### config.mk
export PLATFORM = sky130hd
export DESIGN_NAME = tpo_top
export DESIGN_NICKNAME = d
export VERILOG_FILES = /design/src/logic/tpo_pkg.sv /design/src/logic/tpo_scale_if.sv /design/src/logic/tpo_prescale.sv /design/src/logic/tpo_postscale.sv /design/src/logic/tpo_top.sv
export SDC_FILE = /design/constraint.sdc
export NUM_CORES = 1
export LEC_CHECK = 0
export ABC_AREA = 1
export BUFFER_PORTS_ARGS = -buffer_cell sky130_fd_sc_hd__buf_2
export CAP_MARGIN = 20
export CORE_MARGIN = 4
export CORE_UTILIZATION = 51
export CTS_CLUSTER_SIZE = 8
export DETAILED_ROUTE_END_ITERATION = 10
export PLACE_DENSITY_LB_ADDON = 0.15
export SYNTH_ARGS = -nofsm -noshare
export SYNTH_HDL_FRONTEND = slang
export SYNTH_HIERARCHICAL = 1
export SYNTH_SLANG_ARGS = --single-unit
### constraint.sdc
create_clock -name REF_CLK -period 3.45 [get_ports REF_CLK]
set_clock_uncertainty 0.05 [all_clocks]
set_input_delay 0.345 -clock REF_CLK [delete_from_list [all_inputs] [get_ports REF_CLK]]
set_output_delay 0.345 -clock REF_CLK [all_outputs]
set_load 0.01 [all_outputs]
### src/logic/tpo_pkg.sv
package tpo_pkg;
	// ----------------------------------------
	// bus geometry
	// ----------------------------------------
	localparam int          ADR_W      = 16;
	localparam int          DAT_W      = 32;
	localparam int          REG_W      = 8;
	localparam int          IDX_W      = 12;
	localparam logic [1:0]  ADR_LANE   = 2'h0;
	localparam logic [1:0]  ADR_TOP    = 2'h0;

	// ----------------------------------------
	// register indices, byte address is four times the index
	// ----------------------------------------
	localparam logic [IDX_W-1:0] IDX_LOW   = 12'h59c;
	localparam logic [IDX_W-1:0] IDX_HIGH  = 12'h59d;
	localparam logic [IDX_W-1:0] IDX_CTRL0 = 12'h59e;
	localparam logic [IDX_W-1:0] IDX_CTRL1 = 12'h59f;
	localparam logic [IDX_W-1:0] IDX_IRQ   = 12'h5a0;
	localparam logic [REG_W-1:0] REG_RST   = 8'h00;

	// ----------------------------------------
	// field positions
	// ----------------------------------------
	localparam int CF_RUN     = 7;
	localparam int CF_RSVD    = 6;
	localparam int CF_OUT     = 5;
	localparam int CF_WIDE    = 4;
	localparam int CF_POST_HI = 3;
	localparam int CF_POST_LO = 0;
	localparam int CS_CLK_HI  = 7;
	localparam int CS_CLK_LO  = 5;
	localparam int CS_UNSYNC  = 4;
	localparam int CS_PRE_HI  = 3;
	localparam int CS_PRE_LO  = 0;
	localparam int IR_FLAG    = 0;
	localparam int IR_EN      = 1;

	// ----------------------------------------
	// count clock sources
	// ----------------------------------------
	localparam logic [2:0] SRC_PIN    = 3'h0;
	localparam logic [2:0] SRC_PIN_N  = 3'h1;
	localparam logic [2:0] SRC_INSTR  = 3'h2;
	localparam logic [2:0] SRC_FAST   = 3'h3;
	localparam logic [2:0] SRC_SLOW   = 3'h4;
	localparam logic [2:0] SRC_MED    = 3'h5;
	localparam logic [2:0] SRC_SEC    = 3'h6;
	localparam logic [2:0] SRC_LCELL  = 3'h7;

	// ----------------------------------------
	// divider widths and counts
	// ----------------------------------------
	localparam int                SEL_W     = 4;
	localparam int                PRE_W     = 15;
	localparam logic [PRE_W-1:0]  PRE_ONE   = 15'h0001;
	localparam logic [1:0]        INSTR_END = 2'h3;
	localparam logic [15:0]       WIDE_MAX  = 16'hffff;
	localparam logic [15:0]       WIDE_ONE  = 16'h0001;
	localparam logic [REG_W-1:0]  LOW_ONE   = 8'h01;
endpackage : tpo_pkg

### src/logic/tpo_scale_if.sv
`timescale 1ns/100ps
interface tpo_scale_if;
	import tpo_pkg::*;
	logic             clear;
	logic             tick_in;
	logic [SEL_W-1:0] ratio;
	logic             tick_out;

	modport engine (output clear, output tick_in, output ratio, input tick_out);
	modport unit   (input clear, input tick_in, input ratio, output tick_out);
endinterface : tpo_scale_if

### src/logic/tpo_prescale.sv
`timescale 1ns/100ps
module tpo_prescale (
	input wire logic clk,       // main clock
	input wire logic rst,       // sync reset, high
	tpo_scale_if.unit s         // tick in, divided tick out
);
	import tpo_pkg::*;

	logic [PRE_W-1:0] cnt_ff;
	logic [PRE_W-1:0] mask;

	// power-of-two ratio: wraps to all ones at field value fifteen
	assign mask       = (PRE_ONE << s.ratio) - PRE_ONE;
	assign s.tick_out = s.tick_in && ((cnt_ff & mask) == mask);

	always_ff @(posedge clk) begin
		if (rst || s.clear) begin
			cnt_ff <= '0;
		end else if (s.tick_out) begin
			cnt_ff <= '0;
		end else if (s.tick_in) begin
			cnt_ff <= cnt_ff + PRE_ONE;
		end
	end
endmodule : tpo_prescale

### src/logic/tpo_postscale.sv
`timescale 1ns/100ps
module tpo_postscale (
	input wire logic clk,       // main clock
	input wire logic rst,       // sync reset, high
	tpo_scale_if.unit s         // event in, scaled event out
);
	import tpo_pkg::*;

	logic [SEL_W-1:0] cnt_ff;

	// field value n gives one output per n+1 events
	assign s.tick_out = s.tick_in && (cnt_ff == s.ratio);

	always_ff @(posedge clk) begin
		if (rst || s.clear) begin
			cnt_ff <= '0;
		end else if (s.tick_out) begin
			cnt_ff <= '0;
		end else if (s.tick_in) begin
			cnt_ff <= cnt_ff + 4'h1;
		end
	end
endmodule : tpo_postscale

### src/logic/tpo_top.sv
`timescale 1ns/100ps
// What this block does
// - output divided by sixteen selectable postscaler ratios
// - postscaler cleared by low, control writes, reset
// - output toggles at each postscaler terminal event
// - toggle output offered to pin select, peripherals
// - toggle level readable at control one bit five
// - toggle sets flag; flag and enable request interrupt
// - flag set once every field plus one events
// - synchronised input stops counting during sleep
// - unsynchronised input counts in sleep, wakes device
// - control one bit seven enables timer, resets zero
// - control one bit four selects sixteen-bit mode
// - postscaler field bits three:zero, ratio field plus one
// - control two bits seven:five pick count clock
// - control two bit four drops input synchronisation
// - prescaler field gives ratio two to field power
// - eight-bit mode restarts low at period value
// - sixteen-bit mode high and low form count
// - clock source encoding of eight sources
// - match against buffered period, buffer reloads then
// - sixteen-bit mode: low read latches high; low write loads high
// - sixteen-bit count rolls ffff to zero freely
module tpo_top
(
	input  wire logic                      REF_CLK,    // 40 MHz clock
	input  wire logic                      RESET,      // sync reset, high
	input  wire logic                      WB_CYC_I,   // bus cycle
	input  wire logic                      WB_STB_I,   // strobe
	input  wire logic                      WB_WE_I,    // write enable
	input  wire logic [tpo_pkg::ADR_W-1:0] WB_ADR_I,   // byte address
	input  wire logic [3:0]                WB_SEL_I,   // byte selects
	input  wire logic [tpo_pkg::DAT_W-1:0] WB_DAT_I,   // write data
	output logic      [tpo_pkg::DAT_W-1:0] WB_DAT_O,   // read data
	output logic                           WB_ACK_O,   // acknowledge
	input  wire logic                      SLEEP,      // device in sleep
	input  wire logic                      COUNT_PIN,  // count pin input
	input  wire logic                      FAST_OSC,   // fast internal osc
	input  wire logic                      SLOW_OSC,   // slow internal osc
	input  wire logic                      MED_OSC,    // 500 kHz internal osc
	input  wire logic                      SEC_OSC,    // secondary osc
	input  wire logic                      LCELL_OUT,  // logic cell one output
	output logic                           TOGGLE_OUT, // timer toggle output
	output logic                           IRQ_REQ,    // interrupt request
	output logic                           WAKE_REQ    // wake from sleep
);
	import tpo_pkg::*;

	// ----------------------------------------
	// state
	// ----------------------------------------
	logic [REG_W-1:0] low_ff;
	logic [REG_W-1:0] cnt_hi_ff;
	logic [REG_W-1:0] hi_ff;
	logic [REG_W-1:0] buf_ff;
	logic [REG_W-1:0] ctrl0_ff;
	logic [REG_W-1:0] ctrl1_ff;
	logic             tog_ff;
	logic             flag_ff;
	logic             ie_ff;
	logic             ack_ff;
	logic [DAT_W-1:0] dat_ff;
	logic [1:0]       div_ff;
	logic             src_q_ff;
	logic             pend_ff;

	logic [IDX_W-1:0] idx;
	logic             hit;
	logic             acc_go;
	logic             wr_go;
	logic             rd_go;
	logic             scl_clr;
	logic             instr_en;
	logic             src_lvl;
	logic             src_edge;
	logic             count_in;
	logic             run;
	logic             wide;
	logic             unsync;
	logic             step;
	logic             match;
	logic             event_hit;
	logic [15:0]      nxt_count;
	logic [REG_W-1:0] rd_val;

	tpo_scale_if pre_bus ();
	tpo_scale_if post_bus ();

	assign run    = ctrl0_ff[CF_RUN];
	assign wide   = ctrl0_ff[CF_WIDE];
	assign unsync = ctrl1_ff[CS_UNSYNC];

	// ----------------------------------------
	// bus decode
	// ----------------------------------------
	assign idx    = WB_ADR_I[IDX_W+1:2];
	assign hit    = (WB_ADR_I[1:0] == ADR_LANE) && (WB_ADR_I[ADR_W-1:IDX_W+2] == ADR_TOP);
	assign acc_go = WB_CYC_I && WB_STB_I && !ack_ff;
	assign wr_go  = acc_go && WB_WE_I && WB_SEL_I[0] && hit;
	assign rd_go  = acc_go && !WB_WE_I && hit;

	// ack one cycle after the request, dropped the cycle after
	always_ff @(posedge REF_CLK) begin
		if (RESET) begin
			ack_ff <= 1'b0;
		end else begin
			ack_ff <= acc_go;
		end
	end

	always_comb begin
		rd_val = REG_RST;
		case (idx)
			IDX_LOW:   rd_val = low_ff;
			IDX_HIGH:  rd_val = hi_ff;
			IDX_CTRL0: rd_val = {ctrl0_ff[CF_RUN], 1'b0, tog_ff, ctrl0_ff[CF_WIDE:0]};
			IDX_CTRL1: rd_val = ctrl1_ff;
			IDX_IRQ:   rd_val = {6'h00, ie_ff, flag_ff};
			default:   rd_val = REG_RST;
		endcase
	end

	// unmapped reads return zero but are still acknowledged
	always_ff @(posedge REF_CLK) begin
		if (RESET) begin
			dat_ff <= '0;
		end else if (acc_go) begin
			dat_ff <= rd_go ? {24'h000000, rd_val} : '0;
		end
	end

	assign WB_ACK_O = ack_ff;
	assign WB_DAT_O = dat_ff;

	// ----------------------------------------
	// control registers
	// ----------------------------------------
	always_ff @(posedge REF_CLK) begin
		if (RESET) begin
			ctrl0_ff <= REG_RST;
			ctrl1_ff <= REG_RST;
		end else if (wr_go && idx == IDX_CTRL0) begin
			// status bit and reserved bit never store
			ctrl0_ff <= WB_DAT_I[REG_W-1:0] & ~(8'h01 << CF_OUT) & ~(8'h01 << CF_RSVD);
		end else if (wr_go && idx == IDX_CTRL1) begin
			ctrl1_ff <= WB_DAT_I[REG_W-1:0];
		end
	end

	assign scl_clr = wr_go && (idx == IDX_LOW || idx == IDX_CTRL0 || idx == IDX_CTRL1);

	// ----------------------------------------
	// count clock selection
	// ----------------------------------------
	always_ff @(posedge REF_CLK) begin
		if (RESET) begin
			div_ff <= 2'h0;
		end else if (!SLEEP) begin
			div_ff <= div_ff + 2'h1;
		end
	end

	// instruction clock is a quarter rate enable, absent in sleep
	assign instr_en = (div_ff == INSTR_END) && !SLEEP;

	always_comb begin
		src_lvl = 1'b0;
		case (ctrl1_ff[CS_CLK_HI:CS_CLK_LO])
			SRC_PIN:   src_lvl = COUNT_PIN;
			SRC_PIN_N: src_lvl = !COUNT_PIN;
			SRC_INSTR: src_lvl = instr_en;
			SRC_FAST:  src_lvl = FAST_OSC;
			SRC_SLOW:  src_lvl = SLOW_OSC;
			SRC_MED:   src_lvl = MED_OSC;
			SRC_SEC:   src_lvl = SEC_OSC;
			SRC_LCELL: src_lvl = LCELL_OUT;
			default:   src_lvl = 1'b0;
		endcase
	end

	always_ff @(posedge REF_CLK) begin
		if (RESET) begin
			src_q_ff <= 1'b0;
		end else begin
			src_q_ff <= src_lvl;
		end
	end

	assign src_edge = src_lvl && !src_q_ff;

	// synchronised mode holds an edge until the next instruction cycle
	always_ff @(posedge REF_CLK) begin
		if (RESET) begin
			pend_ff <= 1'b0;
		end else if (instr_en || unsync) begin
			pend_ff <= 1'b0;
		end else if (src_edge) begin
			pend_ff <= 1'b1;
		end
	end

	assign count_in = unsync ? src_edge
	                         : (instr_en && (pend_ff || src_edge));

	// ----------------------------------------
	// prescaler and postscaler
	// ----------------------------------------
	assign pre_bus.clear   = scl_clr;
	assign pre_bus.tick_in = run && count_in;
	assign pre_bus.ratio   = ctrl1_ff[CS_PRE_HI:CS_PRE_LO];

	tpo_prescale u_pre (
		.clk (REF_CLK),
		.rst (RESET),
		.s   (pre_bus)
	);

	assign step = pre_bus.tick_out && !wr_go;

	assign post_bus.clear   = scl_clr;
	assign post_bus.tick_in = event_hit;
	assign post_bus.ratio   = ctrl0_ff[CF_POST_HI:CF_POST_LO];

	tpo_postscale u_post (
		.clk (REF_CLK),
		.rst (RESET),
		.s   (post_bus)
	);

	// ----------------------------------------
	// counter
	// ----------------------------------------
	assign nxt_count = {cnt_hi_ff, low_ff} + WIDE_ONE;
	assign match     = (low_ff == buf_ff);
	assign event_hit = step && (wide ? ({cnt_hi_ff, low_ff} == WIDE_MAX) : match);

	// a bus write beats a count step in the same cycle
	always_ff @(posedge REF_CLK) begin
		if (RESET) begin
			low_ff    <= REG_RST;
			cnt_hi_ff <= REG_RST;
		end else if (wr_go && idx == IDX_LOW) begin
			low_ff <= WB_DAT_I[REG_W-1:0];
			if (wide) begin
				cnt_hi_ff <= hi_ff;
			end
		end else if (step && wide) begin
			{cnt_hi_ff, low_ff} <= nxt_count;
		end else if (step) begin
			low_ff <= match ? REG_RST : low_ff + LOW_ONE;
		end
	end

	always_ff @(posedge REF_CLK) begin
		if (RESET) begin
			buf_ff <= REG_RST;
		end else if (step && !wide && match) begin
			buf_ff <= hi_ff;
		end
	end

	always_ff @(posedge REF_CLK) begin
		if (RESET) begin
			hi_ff <= REG_RST;
		end else if (wr_go && idx == IDX_HIGH) begin
			hi_ff <= WB_DAT_I[REG_W-1:0];
		end else if (rd_go && idx == IDX_LOW && wide) begin
			hi_ff <= cnt_hi_ff;
		end
	end

	// ----------------------------------------
	// toggle output and flag
	// ----------------------------------------
	always_ff @(posedge REF_CLK) begin
		if (RESET) begin
			tog_ff <= 1'b0;
		end else if (post_bus.tick_out) begin
			tog_ff <= !tog_ff;
		end
	end

	// set wins over a software clear in the same cycle
	always_ff @(posedge REF_CLK) begin
		if (RESET) begin
			flag_ff <= 1'b0;
			ie_ff   <= 1'b0;
		end else begin
			if (post_bus.tick_out) begin
				flag_ff <= 1'b1;
			end else if (wr_go && idx == IDX_IRQ && !WB_DAT_I[IR_FLAG]) begin
				flag_ff <= 1'b0;
			end
			if (wr_go && idx == IDX_IRQ) begin
				ie_ff <= WB_DAT_I[IR_EN];
			end
		end
	end

	assign TOGGLE_OUT = tog_ff;
	assign IRQ_REQ    = flag_ff && ie_ff;
	assign WAKE_REQ   = IRQ_REQ && SLEEP && unsync;
endmodule : tpo_top

==> results of run 1 <==
[layer usage]
metal  vias to the layer above  part of all wire, %
li1                       2608                    -
met1                      2367                   39
met2                       162                   52
met3                        35                  5.6
met4                         0                  3.1
met5                         -                    0
[state kept, by name (all words and copies together), names as in the netlist, 2 cells and up]
name and flops:
WB_DAT_O 8, u_post/cnt_ff 4, div_ff 2, ctrl0_ff 6, low_ff 8, hi_ff 8, u_pre/cnt_ff 15, ctrl1_ff 8
cnt_hi_ff 8, buf_ff 8
[power by group]
| group | internal (W) | total [W] | switching, W |
|---|---|---|---|
| Sequential | 0.000938 | 0.000940 | 0.00000229 |
| Combinational | 0.0000292 | 0.000103 | 0.0000741 |
| Clock | 0.000352 | 0.000699 | 0.000347 |
| Total | 0.00132 | 0.00174 | 0.000424 |
[cells by family (layout without fill, tap and decap cells)]
| family | after synthesis | count (layout) | synth area share, % |
|---|---|---|---|
| flip-flops | 81 | 81 | 30.8 |
| XOR/XNOR | 22 | 22 | 3.66 |
| AO/OA/AOI/OAI | 123 | 123 | 12.5 |
| other | 1 | 24 | 0.0712 |
| adder cells (fa/ha/maj) | 5 | 5 | 1.19 |
| buffers and inverters | 152 | 182 | 14.2 |
| AND/OR/NAND/NOR | 421 | 421 | 37.6 |
[final cells by class]
type | count | area (µm²)
Inverter | 106 | 398
Tap cell | 133 | 166
Sequential cell | 81 | 1620
Timing Repair Buffer | 60 | 330
Clock inverter | 5 | 55.1
Clock buffer | 11 | 141
Multi-Input combinational cell | 595 | 2990
Fill cell | 1015 | 4210
[placed cells by master (no fill, tap or decap), types with 21 or more instances in the layout]
cell type / n
a21oi_1: 49
buf_2: 48
conb_1: 24
dfxtp_1: 79
inv_1: 96
nand2_1: 196
nand3_1: 50
nor2_1: 92
nor2_2: 21
o21ai_0: 57
[worst min path at each step]
stage                start           to  slack [ps]
2_1_floorplan    div_ff[0]    div_ff[0]         380
3_3_place_gp     div_ff[0]    div_ff[0]         390
3_5_place_dp     div_ff[0]    div_ff[0]         410
4_1_cts              SLEEP    div_ff[1]         200
5_1_grt        WB_DAT_I[7]  ctrl1_ff[7]         240
6_report             SLEEP    div_ff[1]         210
[critical path: stages (launching register included)]
cell      delay [ps]
dfxtp_1          370
ha_1             180
nand3_1           80
nand3_1           80
nand3b_1          70
nand2_1           60
inv_1             40
nor2_1           110
a21oi_1           60
nor2_1           150
nand3_1           90
nor2_1           110
nand3b_1         100
nor2_2           120
nand4_2          140
inv_2            120
nand3_1          110
o31ai_1          290
buf_4            190
nand2_1           60
nor2_2           120
nand3_2           90
inv_1            100
xnor2_1          120
nor2_1            50
[per-stage QoR]
stage / power (W) / hold WS, ps
floorplan: 0.00105 / 379
global placement: 0.00106 / 394
detailed placement: 0.00106 / 412
CTS: 0.00176 / 204
global route: 0.00182 / 245
finish: 0.00174 / 212
[timing repair]
action,in CTS,in global routing
buffers inserted,0,2
hold endpoints to repair,0,0
gates resized for setup,0,5
setup endpoints to repair,0,7
==> metrics.md, run 1 <==
| Metric | Value |
|---|---|
| Relative slew slack | 41.2% |
| Cell variety after synth | 42 |
| Met1 Track Usage GR | 27.7% |
| Final core occ | 57.5% |
| GR Util met3 | 5.11% |
| Overflow after GRT | 0 |
| Main flop type after synthesis | dfxtp_1 |
| Core ar. | 0.00991 mm² |
| Non-Filler Cell Area, Final | 0.00570 mm² |
| Post-synth top cells | 197 x nand2_1, 98 x inv_1, 92 x nor2_1 |
| Root Driver | clkbuf_8 |
| Syn_area_per_cell | 6.54 µm² |
| Crit Reg-Reg Endpoint | TOGGLE_OUT |
| IO Pins | 100 |
| Top post-synthesis cells by area | dfxtp_1 31%, nand2_1 14%, inv_1 7.0%, nor2_1 6.6%, o21ai_0 5.4% |
| Antenna violations before repair | 0 |
| Routed Antenna Nets | 0 |
| DRC | 0 |
| Final TNS setup | 0 ps |
| Synth top area share | 30.8% |
| Post-place setup slack | 133 ps |
| CP startpoint kind | flop |
| Crit end category | flop |
| Nets | 922 |
| Post-synthesis sequential area ratio | 30.8% |
| Initial drt markers | 325 |
| Layout Cells excl Fill | 991 |
| Cell area after technology mapping | 0.00526 mm² |
| Synthesized flop and latch total | 81 |
| Total wire length | 14200 µm |
| R2R Path Start | div_ff[0] |
| Post-route setup slack | 271 ps |
| IO buf count | 48 |
| Initial core utilization | 53.1% |
| Clk slew on worst S/H paths | 80 ps |
| Yosys top cell by area | dfxtp_1 |
| Max Slew Vio Count | 0 |
| Crit path kind | reg -> reg |
| Total iterations of the first detailed-routing run | 5 |
| CP endpoint | TOGGLE_OUT |
| TritonCTS clock tree | yes |
| Hold crit path type | in -> reg |
| CP Max Fanout | 3 |
| EDFF count, synth | 0 |
| Share of cells above drive strength 1 | 16.2% |
| DP Cell Count | 973 |
| Leakage | 2.49 nW |
| Fmax | 315 MHz |
| Die width | 110 µm |
| Hold buffer count at cts | 0 |
| WP data arrival | 3360 ps |
| Clk sinks | 81 |
| Number of global-route vias before repair | 4703 |
| Vias per inst | 5.22 |
| Worst Tran Pin Value | 880 ps |
| Global Route Usage Sum | 24.0% |
| Largest net degree at the start of global routing | 36 |
| R2R Setup Slk | 270 ps |
| Area after DPL | 0.00548 mm² |
| Post-Synthesis Cells | 805 |
| DIE AREA | 0.0120 mm² |
| Reg2reg path depth | 24 |
| Die Ht | 110 µm |
| Final Hold Fails | 0 |
| H-tree depth | 3 |
| Placed wire-length estimate | 11000 µm |
| Ys async rst share | 0% |
| CTS buffer count | 9 |
| Min Tclk post-route | 3180 ps |
| Routability cong. | 0.944 |
| Status | finished clean |
| Most frequent cell after synthesis | nand2_1 |
| Worst Setup SP | div_ff[0] |
| First-pass GRT wire length | 22600 µm |
| Met2 global-route usage | 43.7% |
| Antenna diode instance count | 0 |
| Syn. warnings | 6 |
| Min-Delay Path Depth | 3 |
| Tcrit/Tclk final | 92.1% |
| Later-pin clock latency in the skew report | 350 ps |
| Via Count | 5172 |
| Rows | 36 |
| Layout area overhead | 8.30% |
| Max-Cap Viols | 0 |
| Max IR drop VDD | 225 µV |
| DR WL/cell | 14.3 µm |
| Final setup viols | 0 |
| GRT Max-Usage Layer | met2 |
| Power density cells | 306 mW/mm² |
| Crit path required time | 3640 ps |
| Max Root-Sink Buffers | 2 |
Note: power is estimated with default switching activity, not from simulation.
==> run 2: changes to the inputs <==
- PLACE_DENSITY: not set -> 0.76
- PLACE_DENSITY_LB_ADDON: 0.15 -> not set
==> run 2 against run 1 <==
- final area grew 0.20%
- sequential power is essentially flat
- utilization grew 0.11 points
- clock power grew 7.4%
- register-to-register slack gained 80 ps
- critical path type unchanged
- largest power group unchanged
- highest routed layer unchanged
==> metrics.md, run 2 (synthesis results as in run 1) <==
| Metric | Value |
|---|---|
| Crit end category | flop |
| Min Tclk post-route | 3100 ps (-77.8 ps) |
| Clock Power Share | 41.9% (+1.8 points) |
| Clk sinks | 81 (unchanged) |
| Worst Setup SP | ctrl1_ff[6] |
| Leakage | 2.49 nW (+0.20%) |
| R2R Path Start | ctrl1_ff[6] |
| Vias per inst | 5.24 (+0.36%) |
| Layout area overhead | 8.51% |
| IO buf count | 48 (unchanged) |
| Hold crit path type | in -> reg |
| Routed Antenna Nets | 0 (unchanged) |
| CTS buffer count | 9 (unchanged) |
| Max IR drop VDD | 159 µV (-29%) |
| Commonest non-fill, non-tap cells in the layout | 197 x nand2_1, 98 x inv_1, 92 x nor2_1, 79 x dfxtp_1, 57 x o21ai_0 |
| Antenna diode instance count | 0 (unchanged) |
| Share of power burned in registers | 52.4% (-1.5 points) |
| Number of global-route vias before repair | 4577 (-2.7%) |
| Status | finished clean |
| CP Max Fanout | 6 (+3) |
| Antenna violations before repair | 0 (unchanged) |
| Via Count | 5180 (+0.15%) |
| Met1 Track Usage GR | 33.5% (+5.8 points) |
| Largest net degree at the start of global routing | 37 (+2.8%) |
| Switching power | 0.000433 W (+2.2%) |
| Core ar. | 0.00991 mm² (unchanged) |
| Top Family by Delay on Critical Path | simple AND/OR/NAND/NOR gates |
| First-pass GRT wire length | 22100 µm (-2.3%) |
| DIE AREA | 0.0120 mm² (unchanged) |
| Fill count | 994 (-2.1%) |
| Power density cells | 314 mW/mm² (+2.7%) |
| Initial drt markers | 418 (+29%) |
| Critical path cell sequence | inv_1 -> nand2_1 -> o21ai_0 -> nand2_1 -> nand3b_1 -> nand2_1 -> inv_1 -> nor2_1 -> a21oi_1 -> nor2_1 -> nand3_1 -> nor2_1 -> nand3b_1 -> nor2_2 -> nand4_2 -> inv_1 -> nand3_1 -> o31ai_2 -> nand2_1 -> nor2_2 -> nand3_2 -> inv_1 -> xnor2_1 -> nor2_1 |
| Later-pin clock latency in the skew report | 360 ps (about the same) |
| Total wire length | 13400 µm (-5.3%) |
| Slowest CP cell | dfxtp_2 |
| IO Pins | 100 (unchanged) |
| Final Hold Fails | 0 (unchanged) |
| Die Ht | 110 µm (unchanged) |
| Die width | 110 µm (unchanged) |
| Max Root-Sink Buffers | 2 (unchanged) |
| Relative slew slack | 43.3% (+2.0 points) |
| Global Route Usage Sum | 23.6% (-0.48 points) |
| Crit path kind | reg -> reg |
| DRC | 0 (unchanged) |
| Max reg flops | 15 (unchanged) |
| Post-route setup slack | 349 ps (+77.8 ps) |
| Routability cong. | 0.966 (+2.4%) |
| Initial core utilization | 53.1% (unchanged) |
| Reg2reg path depth | 24 (unchanged) |
| Final hold slack | 210 ps (-2.71 ps) |
| Max-Cap Viols | 0 (unchanged) |
| Final TNS setup | 0 ps (unchanged) |
| Final setup viols | 0 (unchanged) |
| Post-place setup slack | 171 ps (+38.6 ps) |
| Placed wire-length estimate | 10100 µm (-7.9%) |
| Crit Reg-Reg Endpoint | TOGGLE_OUT |
| Comb pwr share | 5.7% (-0.2 points) |
| Reg area | 0.00162 mm² (unchanged) |
| Fmax | 322 MHz (+2.5%) |
| DR WL/cell | 13.6 µm (-5.1%) |
| Nets | 920 (-0.22%) |
| H-tree depth | 3 (unchanged) |
| Root Driver | clkbuf_8 |
| Cell count along the critical path | 24 (unchanged) |
| CP startpoint kind | flop |
| Met2 global-route usage | 34.9% (-8.8 points) |
| Sw frac | 24.2% (-0.15 points) |
| GRT Max-Usage Layer | met2 |
| CP Buf/Inv Count | 4 (unchanged) |
| Largest Register | u_pre/cnt_ff |
| Total iterations of the first detailed-routing run | 5 (unchanged) |
| Tcrit/Tclk final | 89.9% (-2.3 points) |
| Area of the multi-input gates | 0.00299 mm² (+0.25%) |
| CP endpoint | TOGGLE_OUT |
| Most common cell after layout, fill and taps aside | nand2_1 |
| Cell-internal power | 0.00136 W (+3.1%) |
| Worst Tran Pin Value | 850 ps (-30.6 ps) |
| Delay of the slowest critical-path stage | 390 ps (+20 ps) |
| WP data arrival | 3300 ps (-60 ps) |
| Clk slew on worst S/H paths | 80 ps (about the same) |
| GR Util met3 | 5.05% (-0.059 points) |
| Crit path required time | 3650 ps (about the same) |
| TritonCTS clock tree | yes |
| Share of cells above drive strength 1 | 16.0% (-0.20 points) |
| Overflow after GRT | 0 (unchanged) |
| Rows | 36 (unchanged) |
| Max Slew Vio Count | 0 (unchanged) |
| R2R Setup Slk | 350 ps (+80 ps) |
## run 2: changes by cell type in the layout (fill, tap and decap cells not counted), moves of 2 or more
cell	previous run	this run
buf_4	12	10
clkbuf_8	10	12
inv_1	96	98
inv_2	9	7
## run 2: worst reg2reg max path: stages, from the launching register on
cell,delay (ps)
dfxtp_2,390
inv_1,90
nand2_1,80
o21ai_0,80
nand2_1,60
nand3b_1,70
nand2_1,70
inv_1,40
nor2_1,110
a21oi_1,60
nor2_1,150
nand3_1,90
nor2_1,110
nand3b_1,90
nor2_2,100
nand4_2,110
inv_1,120
nand3_1,150
o31ai_2,370
nand2_1,110
nor2_2,120
nand3_2,80
inv_1,100
xnor2_1,120
nor2_1,50
## run 2: worst min path at each step
stage / start / end / slack (ps) / depth (start not counted)
after global routing: SLEEP / div_ff[1] / 200 / 3
after floorplan: div_ff[0] / div_ff[0] / 380 / 1
final: SLEEP / div_ff[1] / 210 / 3
after global placement: WB_DAT_O[3] / WB_DAT_O[3] / 400 / 2
after detailed placement: div_ff[0] / div_ff[0] / 400 / 1
after CTS: SLEEP / div_ff[1] / 200 / 3
## run 2: layout make-up
type	count	area share, %
timing repair buffer	58	5.52
clock buffer	12	2.89
multi-input combinational	595	52.4
inverter	106	6.97
sequential	81	28.4
clock inverter	4	0.876
tap	133	2.91
## run 2: power groups by stage
stage               Clock (W)  Sequential [W]  Combinational, W
global route         0.000808        0.000941          0.000114
floorplan                   0        0.000962         0.0000840
detailed placement          0        0.000962          0.000101
finish               0.000751        0.000940          0.000102
global placement            0        0.000962          0.000100
CTS                  0.000755        0.000940          0.000101
## run 2: metal layers
layer / part of all wire [%] / vias to the layer above
li1: - / 2608
met1: 46 / 2295
met2: 42 / 246
met3: 9.3 / 31
met4: 3.0 / 0
met5: 0 / -
## run 2: timing repair
| action | in CTS | in global routing |
|---|---|---|
| resized for setup | 0 | 4 |
| setup endpoints to repair | 0 | 6 |
| buffers inserted | 0 | 1 |
| hold endpoints to repair | 0 | 0 |
| hold buffers | 0 | 0 |
## run 2: stage by stage
stage	std cells	power (W)	utilization [%]	instance area, µm²
after floorplan	828	0.00105	-	5350
after global routing	989	0.00186	57.6	5710
final	989	0.00179	57.6	5710
after global placement	972	0.00106	55.3	5480
after detailed placement	972	0.00106	55.3	5480
after CTS	988	0.00180	57.4	5690
